===== src/design/ivl_regs.vh =====
/*
  Constants for the interrupt vector lookup block: fixed vector addresses,
  relocatable entry numbers, request kinds, serial events and fetch limits.
  Assumes a 24-bit byte address space and a byte-wide vector fetch port.
*/
// Operation
// - Each vector is four bytes, handler address
// - Accepted request yields handler address from vector
// - Fixed vectors sit at top-of-memory constant addresses
// - Break vector top byte all-ones uses entry 0
// - Watchdog, oscillator stop, low voltage share slot
// - Relocatable table: 256 bytes, 64 entries at base
// - Entry 0 at offset 0 serves break instruction
// - DMA channels use entries 8 to 11
// - First-group timers 0-4 use entries 12-16
// - Serial channels 0,1 use entries 17-20
// - Second-group timers 0-4 use entries 21-25
// - External pins use 26-31, pin five first
// - Second-group timer five uses entry 32
// - Serial channels 2-4 use entries 33-38
// - Table offsets add to base register value
// - I2C mode: NACK transmit, ACK/start-stop receive entry
`ifndef IVL_REGS_VH
`define IVL_REGS_VH

// Fixed vector addresses, low byte of each four-byte slot
`define IVL_FIX_UNDEF      24'hFFFFDC
`define IVL_FIX_OVERFLOW   24'hFFFFE0
`define IVL_FIX_BREAK      24'hFFFFE4
`define IVL_FIX_ADDR_MATCH 24'hFFFFE8
`define IVL_FIX_WATCHDOG   24'hFFFFF0
`define IVL_FIX_NMI        24'hFFFFF8
`define IVL_FIX_RESET      24'hFFFFFC

// Top byte value that sends a break to relocatable entry 0
`define IVL_BRK_REDIRECT   8'hFF

// Fixed source selectors
`define IVL_SEL_UNDEF      4'h0
`define IVL_SEL_OVERFLOW   4'h1
`define IVL_SEL_BREAK      4'h2
`define IVL_SEL_ADDR_MATCH 4'h3
`define IVL_SEL_WATCHDOG   4'h4
`define IVL_SEL_OSC_STOP   4'h5
`define IVL_SEL_LOW_VOLT   4'h6
`define IVL_SEL_NMI        4'h7
`define IVL_SEL_RESET      4'h8

// Request kinds
`define IVL_KIND_FIXED     3'h0
`define IVL_KIND_SOFT      3'h1
`define IVL_KIND_DMA       3'h2
`define IVL_KIND_TMR_A     3'h3
`define IVL_KIND_TMR_B     3'h4
`define IVL_KIND_EXT_PIN   3'h5
`define IVL_KIND_SERIAL    3'h6

// Serial events
`define IVL_EV_TX          3'h0
`define IVL_EV_RX          3'h1
`define IVL_EV_NACK        3'h2
`define IVL_EV_ACK         3'h3
`define IVL_EV_START_STOP  3'h4

// Relocatable entry numbers
`define IVL_NUM_BREAK      6'h00
`define IVL_NUM_DMA        6'h08
`define IVL_NUM_TMR_A      6'h0C
`define IVL_NUM_SER0       6'h11
`define IVL_NUM_SER1       6'h13
`define IVL_NUM_TMR_B      6'h15
`define IVL_NUM_EXT_PIN0   6'h1F
`define IVL_NUM_TMR_B5     6'h20
`define IVL_NUM_SER2       6'h21
`define IVL_NUM_SER3       6'h23
`define IVL_NUM_SER4       6'h25

// Channel counts per source group, and the selector of second-group timer five
`define IVL_CNT_DMA        6'h04
`define IVL_CNT_TMR_A      6'h05
`define IVL_CNT_TMR_B      6'h06
`define IVL_CNT_EXT_PIN    6'h06
`define IVL_CNT_SERIAL     6'h05
`define IVL_TMR_B5_SEL     6'h05

// Vector fetch
`define IVL_LAST_BYTE      2'h3
`define IVL_ENTRY_SHIFT    2'h0

`endif


===== src/design/ivl_vector_lookup.v =====
/*
  Interrupt vector lookup. On an acknowledged interrupt it forms the address
  of the four-byte vector (fixed table at top of memory, or relocatable table
  at the vector base register), fetches the bytes little-endian over a byte
  read port and hands the service routine start address to the sequencer.
  Assumes the sequencer, the vector base register and the memory port all
  run on clk_i; none of the inputs need synchronising.
*/
`include "ivl_regs.vh"

module ivl_vector_lookup #(
  parameter ADDR_W = 24
) (
  // Clock and reset
  input  wire              clk_i,
  input  wire              rst_i,
  // Acknowledged request from the interrupt sequencer
  input  wire              ack_valid_i,
  input  wire [2:0]        ack_kind_i,
  input  wire [5:0]        ack_sel_i,
  input  wire [2:0]        ack_event_i,
  input  wire              i2c_mode_i,
  output wire              ack_ready_o,
  output reg               ack_reject_o,
  // Vector base register contents
  input  wire [ADDR_W-1:0] vector_base_register_i,
  // Byte read port toward memory
  output wire              mem_rd_o,
  output reg  [ADDR_W-1:0] mem_addr_o,
  input  wire              mem_rdy_i,
  input  wire [7:0]        mem_data_i,
  // Result toward the sequencer
  output wire              handler_valid_o,
  output reg  [31:0]       handler_addr_o,
  output reg  [ADDR_W-1:0] vector_addr_o
);

  localparam [2:0] ST_IDLE  = 3'b001;
  localparam [2:0] ST_FETCH = 3'b010;
  localparam [2:0] ST_DONE  = 3'b100;

  reg  [2:0]        state;
  reg  [1:0]        byte_cnt;
  reg               brk_check;
  reg  [ADDR_W-1:0] base_q;

  reg  [5:0]        next_num;
  reg               next_fixed;
  reg  [ADDR_W-1:0] next_fixed_addr;
  reg               next_bad;
  reg  [5:0]        ser_base;
  wire [ADDR_W-1:0] reloc_addr;
  wire              is_break;

  // Base entry of each serial channel
  always @* begin
    case (ack_sel_i)
      6'h00:   ser_base = `IVL_NUM_SER0;
      6'h01:   ser_base = `IVL_NUM_SER1;
      6'h02:   ser_base = `IVL_NUM_SER2;
      6'h03:   ser_base = `IVL_NUM_SER3;
      default: ser_base = `IVL_NUM_SER4;
    endcase
  end

  // Source to entry decode; only the INT instruction reaches entries 1 to 7
  always @* begin
    next_num        = `IVL_NUM_BREAK;
    next_fixed      = 1'b0;
    next_fixed_addr = `IVL_FIX_RESET;
    next_bad        = 1'b0;
    case (ack_kind_i)
      `IVL_KIND_FIXED: begin
        next_fixed = 1'b1;
        case (ack_sel_i[3:0])
          `IVL_SEL_UNDEF:      next_fixed_addr = `IVL_FIX_UNDEF;
          `IVL_SEL_OVERFLOW:   next_fixed_addr = `IVL_FIX_OVERFLOW;
          `IVL_SEL_BREAK:      next_fixed_addr = `IVL_FIX_BREAK;
          `IVL_SEL_ADDR_MATCH: next_fixed_addr = `IVL_FIX_ADDR_MATCH;
          `IVL_SEL_WATCHDOG,
          `IVL_SEL_OSC_STOP,
          `IVL_SEL_LOW_VOLT:   next_fixed_addr = `IVL_FIX_WATCHDOG;
          `IVL_SEL_NMI:        next_fixed_addr = `IVL_FIX_NMI;
          `IVL_SEL_RESET:      next_fixed_addr = `IVL_FIX_RESET;
          default:             next_bad = 1'b1;
        endcase
        if (ack_sel_i[5:4] != 2'h0) begin
          next_bad = 1'b1;
        end
      end
      `IVL_KIND_SOFT: begin
        next_num = ack_sel_i;
      end
      `IVL_KIND_DMA: begin
        next_num = `IVL_NUM_DMA + ack_sel_i;
        next_bad = (ack_sel_i >= `IVL_CNT_DMA);
      end
      `IVL_KIND_TMR_A: begin
        next_num = `IVL_NUM_TMR_A + ack_sel_i;
        next_bad = (ack_sel_i >= `IVL_CNT_TMR_A);
      end
      `IVL_KIND_TMR_B: begin
        if (ack_sel_i == `IVL_TMR_B5_SEL) begin
          next_num = `IVL_NUM_TMR_B5;
        end else begin
          next_num = `IVL_NUM_TMR_B + ack_sel_i;
        end
        next_bad = (ack_sel_i >= `IVL_CNT_TMR_B);
      end
      `IVL_KIND_EXT_PIN: begin
        next_num = `IVL_NUM_EXT_PIN0 - ack_sel_i;
        next_bad = (ack_sel_i >= `IVL_CNT_EXT_PIN);
      end
      `IVL_KIND_SERIAL: begin
        next_bad = (ack_sel_i >= `IVL_CNT_SERIAL);
        if (i2c_mode_i) begin
          case (ack_event_i)
            `IVL_EV_NACK:       next_num = ser_base;
            `IVL_EV_ACK,
            `IVL_EV_START_STOP: next_num = ser_base + 6'h01;
            default:            next_bad = 1'b1;
          endcase
        end else begin
          case (ack_event_i)
            `IVL_EV_TX: next_num = ser_base;
            `IVL_EV_RX: next_num = ser_base + 6'h01;
            default:    next_bad = 1'b1;
          endcase
        end
      end
      default: begin
        next_bad = 1'b1;
      end
    endcase
  end

  // Base plus four times the entry number; an odd base costs the CPU time only
  assign reloc_addr = vector_base_register_i + {{(ADDR_W-8){1'b0}}, next_num, `IVL_ENTRY_SHIFT};
  assign is_break   = (ack_kind_i == `IVL_KIND_FIXED) && (ack_sel_i == {2'h0, `IVL_SEL_BREAK});

  assign ack_ready_o     = state[0];
  assign mem_rd_o        = state[1];
  assign handler_valid_o = state[2];

  always @(posedge clk_i or posedge rst_i) begin
    if (rst_i) begin
      state          <= ST_IDLE;
      byte_cnt       <= 2'h0;
      brk_check      <= 1'b0;
      base_q         <= {ADDR_W{1'b0}};
      mem_addr_o     <= {ADDR_W{1'b0}};
      vector_addr_o  <= {ADDR_W{1'b0}};
      handler_addr_o <= 32'h00000000;
      ack_reject_o   <= 1'b0;
    end else begin
      ack_reject_o <= 1'b0;
      case (state)
        ST_IDLE: begin
          if (ack_valid_i) begin
            if (next_bad) begin
              ack_reject_o <= 1'b1;
            end else begin
              state     <= ST_FETCH;
              byte_cnt  <= 2'h0;
              base_q    <= vector_base_register_i;
              brk_check <= is_break;
              if (next_fixed) begin
                mem_addr_o    <= next_fixed_addr;
                vector_addr_o <= next_fixed_addr;
              end else begin
                mem_addr_o    <= reloc_addr;
                vector_addr_o <= reloc_addr;
              end
            end
          end
        end
        ST_FETCH: begin
          if (mem_rdy_i) begin
            handler_addr_o[{byte_cnt, 3'h0} +: 8] <= mem_data_i;
            byte_cnt   <= byte_cnt + 2'h1;
            mem_addr_o <= mem_addr_o + {{(ADDR_W-1){1'b0}}, 1'b1};
            if (byte_cnt == `IVL_LAST_BYTE) begin
              if (brk_check && (mem_data_i == `IVL_BRK_REDIRECT)) begin
                brk_check     <= 1'b0;
                mem_addr_o    <= base_q;
                vector_addr_o <= base_q;
              end else begin
                state <= ST_DONE;
              end
            end
          end
        end
        ST_DONE: begin
          state <= ST_IDLE;
        end
        default: begin
          state <= ST_IDLE;
        end
      endcase
    end
  end

endmodule


===== config.mk =====
export PLATFORM = sky130hd
export DESIGN_NAME = ivl_vector_lookup
export DESIGN_NICKNAME = d
export VERILOG_FILES = /design/src/design/ivl_vector_lookup.v
export VERILOG_INCLUDE_DIRS = /design/src /design/src/design
export SDC_FILE = /design/constraint.sdc
export NUM_CORES = 1
export LEC_CHECK = 0
export BUFFER_PORTS_ARGS = -buffer_cell sky130_fd_sc_hd__buf_2
export CAP_MARGIN = 15
export CORE_ASPECT_RATIO = 0.75
export CORE_MARGIN = 4
export CORE_UTILIZATION = 56
export CTS_CLUSTER_SIZE = 20
export DETAILED_ROUTE_END_ITERATION = 7
export HOLD_SLACK_MARGIN = 0.05
export PLACE_DENSITY_LB_ADDON = 0.25
export SETUP_SLACK_MARGIN = 0.1
export SYNTH_ARGS = -nofsm -noshare
export SYNTH_HDL_FRONTEND = slang
export SYNTH_SLANG_ARGS = --single-unit

===== constraint.sdc =====
create_clock -name clk_i -period 3.9 [get_ports clk_i]
set_clock_uncertainty 0.05 [all_clocks]
set_input_delay 0.195 -clock clk_i [delete_from_list [all_inputs] [get_ports clk_i]]
set_output_delay 0.195 -clock clk_i [all_outputs]
set_load 0.005 [all_outputs]

==> metrics.txt, run 1 <==
gr ovfl total 0; Fmax 0.289 GHz; Initial Util 0.572; IO Port Bufs 132; CP endpoint kind flip-flop; mapped cell area 0.00701 sq mm; area of the multi-input gates 0.00395 sq mm; maxcap violations 0; crit-path most repeated cell o21a_1; Pwr Total 3.85 mW; drt drc 0; Total GRT Usage 0.309; CP bufs+invs 2; final hold vios 0; status finished, final reports clean; dpl ws 0.100 ns; Die X 137 microns; Crit Path Category in -> reg; Peak VDD IR 0.301 mV; count of final setup violators 0; period utilization 0.888; ratio of cells with drive above 1 in the final layout 0.197; Comb power frac 0.298; met1 usage 0.485; simple-gate area share of the yosys netlist 0.238; register area share after synthesis 0.396; GR peak layer met1; Crit path arrival time 3.71 ns; Vias/cell 6.22; hpwl dp 16.1 mm; Core Region 0.0123 sq mm; DRT iter0 DRCs 883; Syn Inst Count 839; Least-Margin Pin Slew 1.01 ns; xor/xnor cell area share of the yosys netlist 0.0262; min Tclk post-route 3.46 ns; ANT nets after route 0; mux share of post-synthesis cell area 0.0150; Clk pwr share 0.248; Synth area leader dfrtp_1; adder and majority gate portion of the synthesized area 0.0511; switching share of total power 0.367; root buf cell clkbuf_16; CTS Buf Count 9; vias in the first global route 6423; Synth top area share 0.393; Post-synth top flop dfrtp_1; Final #Nets 1048; Slew headroom 0.325; Pint 2.44 mW; setup tns final 0 ns; M3 GR Usage 0.0948; count of unique library cells instantiated by Yosys 72; initial antenna violation count 0; Leakage 3.75 nW; Crit Path Max Fanout 8; largest net degree at the start of global routing 81; Worst path max stage delay 0.51 ns; Synth area leaders dfrtp_1 (39%), nand2_1 (9.7%), o21ai_0 (5.9%); clock latency at the later pin of the worst-skew pair 0.36 ns; # rows 35; Avg Cell Area, Syn 8.35 sq um; met2 Use GR 0.417; DIE HEIGHT 105 microns; Critical Path RT 4.14 ns; asr flop ratio synth 1.00; Placer Congestion 0.998; PwrDens 465 mW/mm^2; total wire length 22.3 mm; RSZ-0062 raised after global routing false; TritonCTS clock tree built; DR vias 7105; worst path cell trace buf_2 > inv_1 > ha_1 > nor3b_1 > o21a_1 > a211oi_1 > a2111oi_0 > o21a_1 > a211o_1 > ha_1 > a211oi_1 > o21a_1 > o21ai_0 > a31oi_1 > o32ai_1 > nor2_1; fill count 1053; Reg power frac 0.454; Pre-Repair DR Iteration Count 5; YS warnings 0; clock sinks 111; antenna cells 0; commonest non-fill, non-tap cells in the layout nand2_1 (181), buf_2 (132), dfrtp_1 (110), o21ai_0 (82), nor2_1 (46); die area 0.0144 sq mm; H-tree depth 3; clk buf depth 2; sw power 1.41 mW; WL per Instance 19.6 microns; area growth from synthesis to layout 18.3%; Post-synth EDFFs 0; Slew Viols, Final 0; FF+latch count, synth 111; global-route wire length before repair 35.1 mm; Worst Hold Class in -> async; commonest non-fill, non-tap cell in the layout nand2_1; Startpoint Class input pin; Storage cell area 0.00278 sq mm; slowest CP cell a31oi_1; IO Pins 133; Crit path max-delay family compound AO/OA/AOI/OAI gates; final core occ 0.676; Clk pin slew, worst setup/hold paths 0.09 ns; largest family of logic cells by synthesized area simple AND/OR/NAND/NOR gates; Compound-Gate Fraction of Synth Area 0.232; Syn Nets 916; Setup WS post-layout 0.438 ns
[power groups by stage]
stage | sequential [mW] | combinational (mW) | clock, mW
global placement | 1.74 | 1.10 | 0
CTS | 1.73 | 1.13 | 0.960
floorplan | 1.68 | 0.678 | 0
global route | 1.78 | 1.27 | 1.01
finish | 1.75 | 1.15 | 0.955
detailed placement | 1.75 | 1.11 | 0
[cell families after synthesis]
| group | count (synthesis) |
|---|---|
| buffers and inverters | 65 |
| flip-flops | 111 |
| XOR/XNOR | 21 |
| adder cells (fa/ha/maj) | 28 |
| AO/OA/AOI/OAI | 246 |
| AND/OR/NAND/NOR | 358 |
| multiplexers | 10 |
[synth_stat cells, drive strengths merged (9+ instances only)]
library cell	n
o22a	9
ha	27
a2bb2oi	11
xnor2	10
nor2	47
nor3	20
buf	18
a211oi	10
o31ai	10
clkbuf	30
a31oi	10
nand3	29
and3	9
nand2	181
a21oi	41
o21ai	83
inv	17
dfrtp	110
nand4	16
xor2	11
[flip-flops by register name, indices dropped and copies added (netlist names)]
| register | count |
|---|---|
| base_q | 24 |
| state | 3 |
| handler_addr_o | 32 |
| byte_cnt | 2 |
| brk_check | 1 |
| mem_addr_o | 24 |
| vector_addr_o | 24 |
| ack_reject_o | 1 |
[area by class of cell]
type	count	area share
clock buffers	9	0.0272
clock inverters	7	0.0110
inverters	17	0.00800
multi-input cells	663	0.477
flip-flops and latches	111	0.335
well taps	166	0.0251
repair buffers	169	0.117
[worst paths after layout]
| kind | start | to | slack, ns | depth (start not counted) |
|---|---|---|---|---|
| max in group asynchronous | rst_i | handler_addr_o[11] | 2.80 | 3 |
| max reg2reg | state[0] | base_q[17] | 1.10 | 7 |
| min | rst_i | mem_addr_o[1] | 0.005 | 2 |
| min in group clk_i | vector_base_register_i[21] | base_q[21] | 0.05 | 3 |
| min reg2reg | base_q[20] | base_q[20] | 0.43 | 2 |
| max | ack_sel_i[3] | mem_addr_o[11] | 0.44 | 16 |
[stage by stage]
step	hold WS (ns)	std cells	instance area, sq um
after global routing	0.0578	1142	8290
final	0.00501	1142	8290
after CTS	0.0513	1142	8280
after floorplan	0.250	839	7010
after global placement	0.370	1114	7850
after detailed placement	0.376	1114	7850
[layer usage]
| metal | share of wire | wire (microns) |
|---|---|---|
| met1 | 0.45 | 10000 |
| met2 | 0.41 | 9200 |
| met3 | 0.13 | 2810 |
| met4 | 0.013 | 284 |
| met5 | 0 | 0 |
[what timing repair did]
action                                  CTS  global route
hold endpoints to repair                 12             0
gates resized for setup                   0             1
hold buffers                             12             0
setup buffers                             0             0
endpoints found under the setup margin    0            11
(Power assumes the default switching activity.)
==> run 2, diff against run 1 <==
--- a/config.mk
+++ b/config.mk
@@ -8,5 +8,4 @@
 export LEC_CHECK = 0
 export BUFFER_PORTS_ARGS = -buffer_cell sky130_fd_sc_hd__buf_2
-export CAP_MARGIN = 15
 export CORE_ASPECT_RATIO = 0.75
 export CORE_MARGIN = 4
==> constraint.sdc (replaced) <==
create_clock -name clk_i -period 3.9 [get_ports clk_i]
set_clock_uncertainty 0.05 [all_clocks]
set_input_delay 0.39 -clock clk_i [delete_from_list [all_inputs] [get_ports clk_i]]
set_output_delay 0.39 -clock clk_i [all_outputs]
set_load 0.005 [all_outputs]
==> run 2 against run 1 <==
Maximum frequency down 3.6%; worst setup slack worse by 0.13 ns; register-to-register slack better by 0.02 ns; global-route usage up 0.43 points; power up 0.42%; routed wire length down 0.47%; critical path depth up 2; die area unchanged; design area down 0.24%; clock-buffer cell count unchanged; clock power down 0.7%; via count up 1.5%; largest cell class unchanged; highest routed layer unchanged.
==> metrics.txt, run 2 (synthesis results as in run 1) <==
PwrDens 468 mW/mm^2; IO Pins 133; Placed Cells 1126; Slew headroom 0.357; commonest non-fill, non-tap cells in the layout nand2_1 (181), buf_2 (132), dfrtp_1 (110), o21ai_0 (82), nor2_1 (46); largest net degree at the start of global routing 70; WL per Instance 19.5 microns; Hold-fix buffers, CTS 0; total wire length 22.2 mm; drt drc 0; area growth from synthesis to layout 18.0%; TritonCTS clock tree built; Clk pin slew, worst setup/hold paths 0.08 ns; DRT iter0 DRCs 901; clk buf depth 2; Worst Hold Class in -> async; min Tclk post-route 3.59 ns; global-route wire length before repair 35.6 mm; Leakage 3.76 nW; Peak VDD IR 0.283 mV; count of final setup violators 0; Least-Margin Pin Slew 0.962 ns; worst path cell trace buf_2 > inv_1 > ha_1 > nor3b_1 > buf_4 > o21a_1 > a211oi_1 > a2111oi_0 > o21a_1 > a211o_1 > ha_1 > a211oi_1 > o21a_1 > nor4_1 > o32ai_1 > buf_4 > a41oi_1 > o22a_1; root buf cell clkbuf_16; maxcap violations 0; initial antenna violation count 0; Critical Path RT 4.10 ns; Initial Util 0.572; Worst path max stage delay 0.37 ns; Crit Path Category in -> reg; H-tree depth 3; Fmax 0.278 GHz; Hold Slack 0.153 ns; Total GRT Usage 0.313; reg2reg setup slack 1.12 ns; RSZ-0062 raised after global routing false; DR vias 7212; Slew Viols, Final 0; DIE HEIGHT 105 microns; Core Region 0.0123 sq mm; CP bufs+invs 4; final core occ 0.674; clock latency at the later pin of the worst-skew pair 0.36 ns; hpwl dp 16.1 mm; status finished, final reports clean; Crit Path Max Fanout 8; Largest register FFs 32; CTS Buf Count 9; vias in the first global route 6486; clock sinks 111; antenna cells 0; Post-CTS Setup Repair Bufs 0; Pwr Total 3.87 mW; IO Port Bufs 132; ANT nets after route 0; Vias/cell 6.32; Crit path arrival time 3.79 ns; Reg with most FFs handler_addr_o; period utilization 0.921; ratio of cells with drive above 1 in the final layout 0.210; commonest non-fill, non-tap cell in the layout nand2_1; # rows 35; Final #Nets 1048; Crit path max-delay family compound AO/OA/AOI/OAI gates; Pre-Repair DR Iteration Count 6; gr ovfl total 0; Startpoint Class input pin; CP endpoint kind flip-flop; slowest CP cell a211oi_1; crit-path most repeated cell o21a_1; final hold vios 0; Non-Filler Instances 1142; Placer Congestion 0.936; Die X 137 microns; setup tns final 0 ns; die area 0.0144 sq mm; post-CTS sizing 0
## run 2: path summary, 6_finish.rpt
check / startpoint / end / cells after the start
setup / recovery: ack_sel_i[2] / mem_addr_o[19] / 18
hold / removal: rst_i / mem_addr_o[17] / 2
setup reg to reg: byte_cnt[0] / mem_addr_o[23] / 6
hold reg to reg: base_q[23] / base_q[23] / 2
max in group asynchronous: rst_i / state[0] / 3
min in group clk_i: vector_base_register_i[23] / base_q[23] / 3
## run 2: through the flow
stage | cell area (sq um) | setup slack, ns
finish | 8270 | 0.307
global route | 8270 | 0.115
CTS | 8260 | 0.266
detailed placement | 7950 | -0.108
global placement | 7950 | -0.0235
floorplan | 7010 | 0.151
## run 2: power breakdown
group          leakage [nW]  switching [mW]  internal (mW)  total, mW
clock                 0.150           0.486          0.462      0.948
sequential             1.38           0.321           1.43       1.75
combinational          2.23           0.615          0.552       1.17
## run 2: final cells by class
class | instances | area, sq um
clock buffers | 9 | 225
inverters | 17 | 66.3
multi-input cells | 663 | 3960
flip-flops and latches | 111 | 2780
repair buffers | 169 | 951
clock inverters | 7 | 81.3
fillers | 1047 | 3990
well taps | 166 | 208
## run 2: layer usage
layer	vias to the layer above	wire length, microns	GRT usage
met3	33	3080	0.107
met1	3444	9700	0.479
li1	3307	-	-
met5	-	0	0
met2	428	9160	0.426
met4	0	303	0.0691
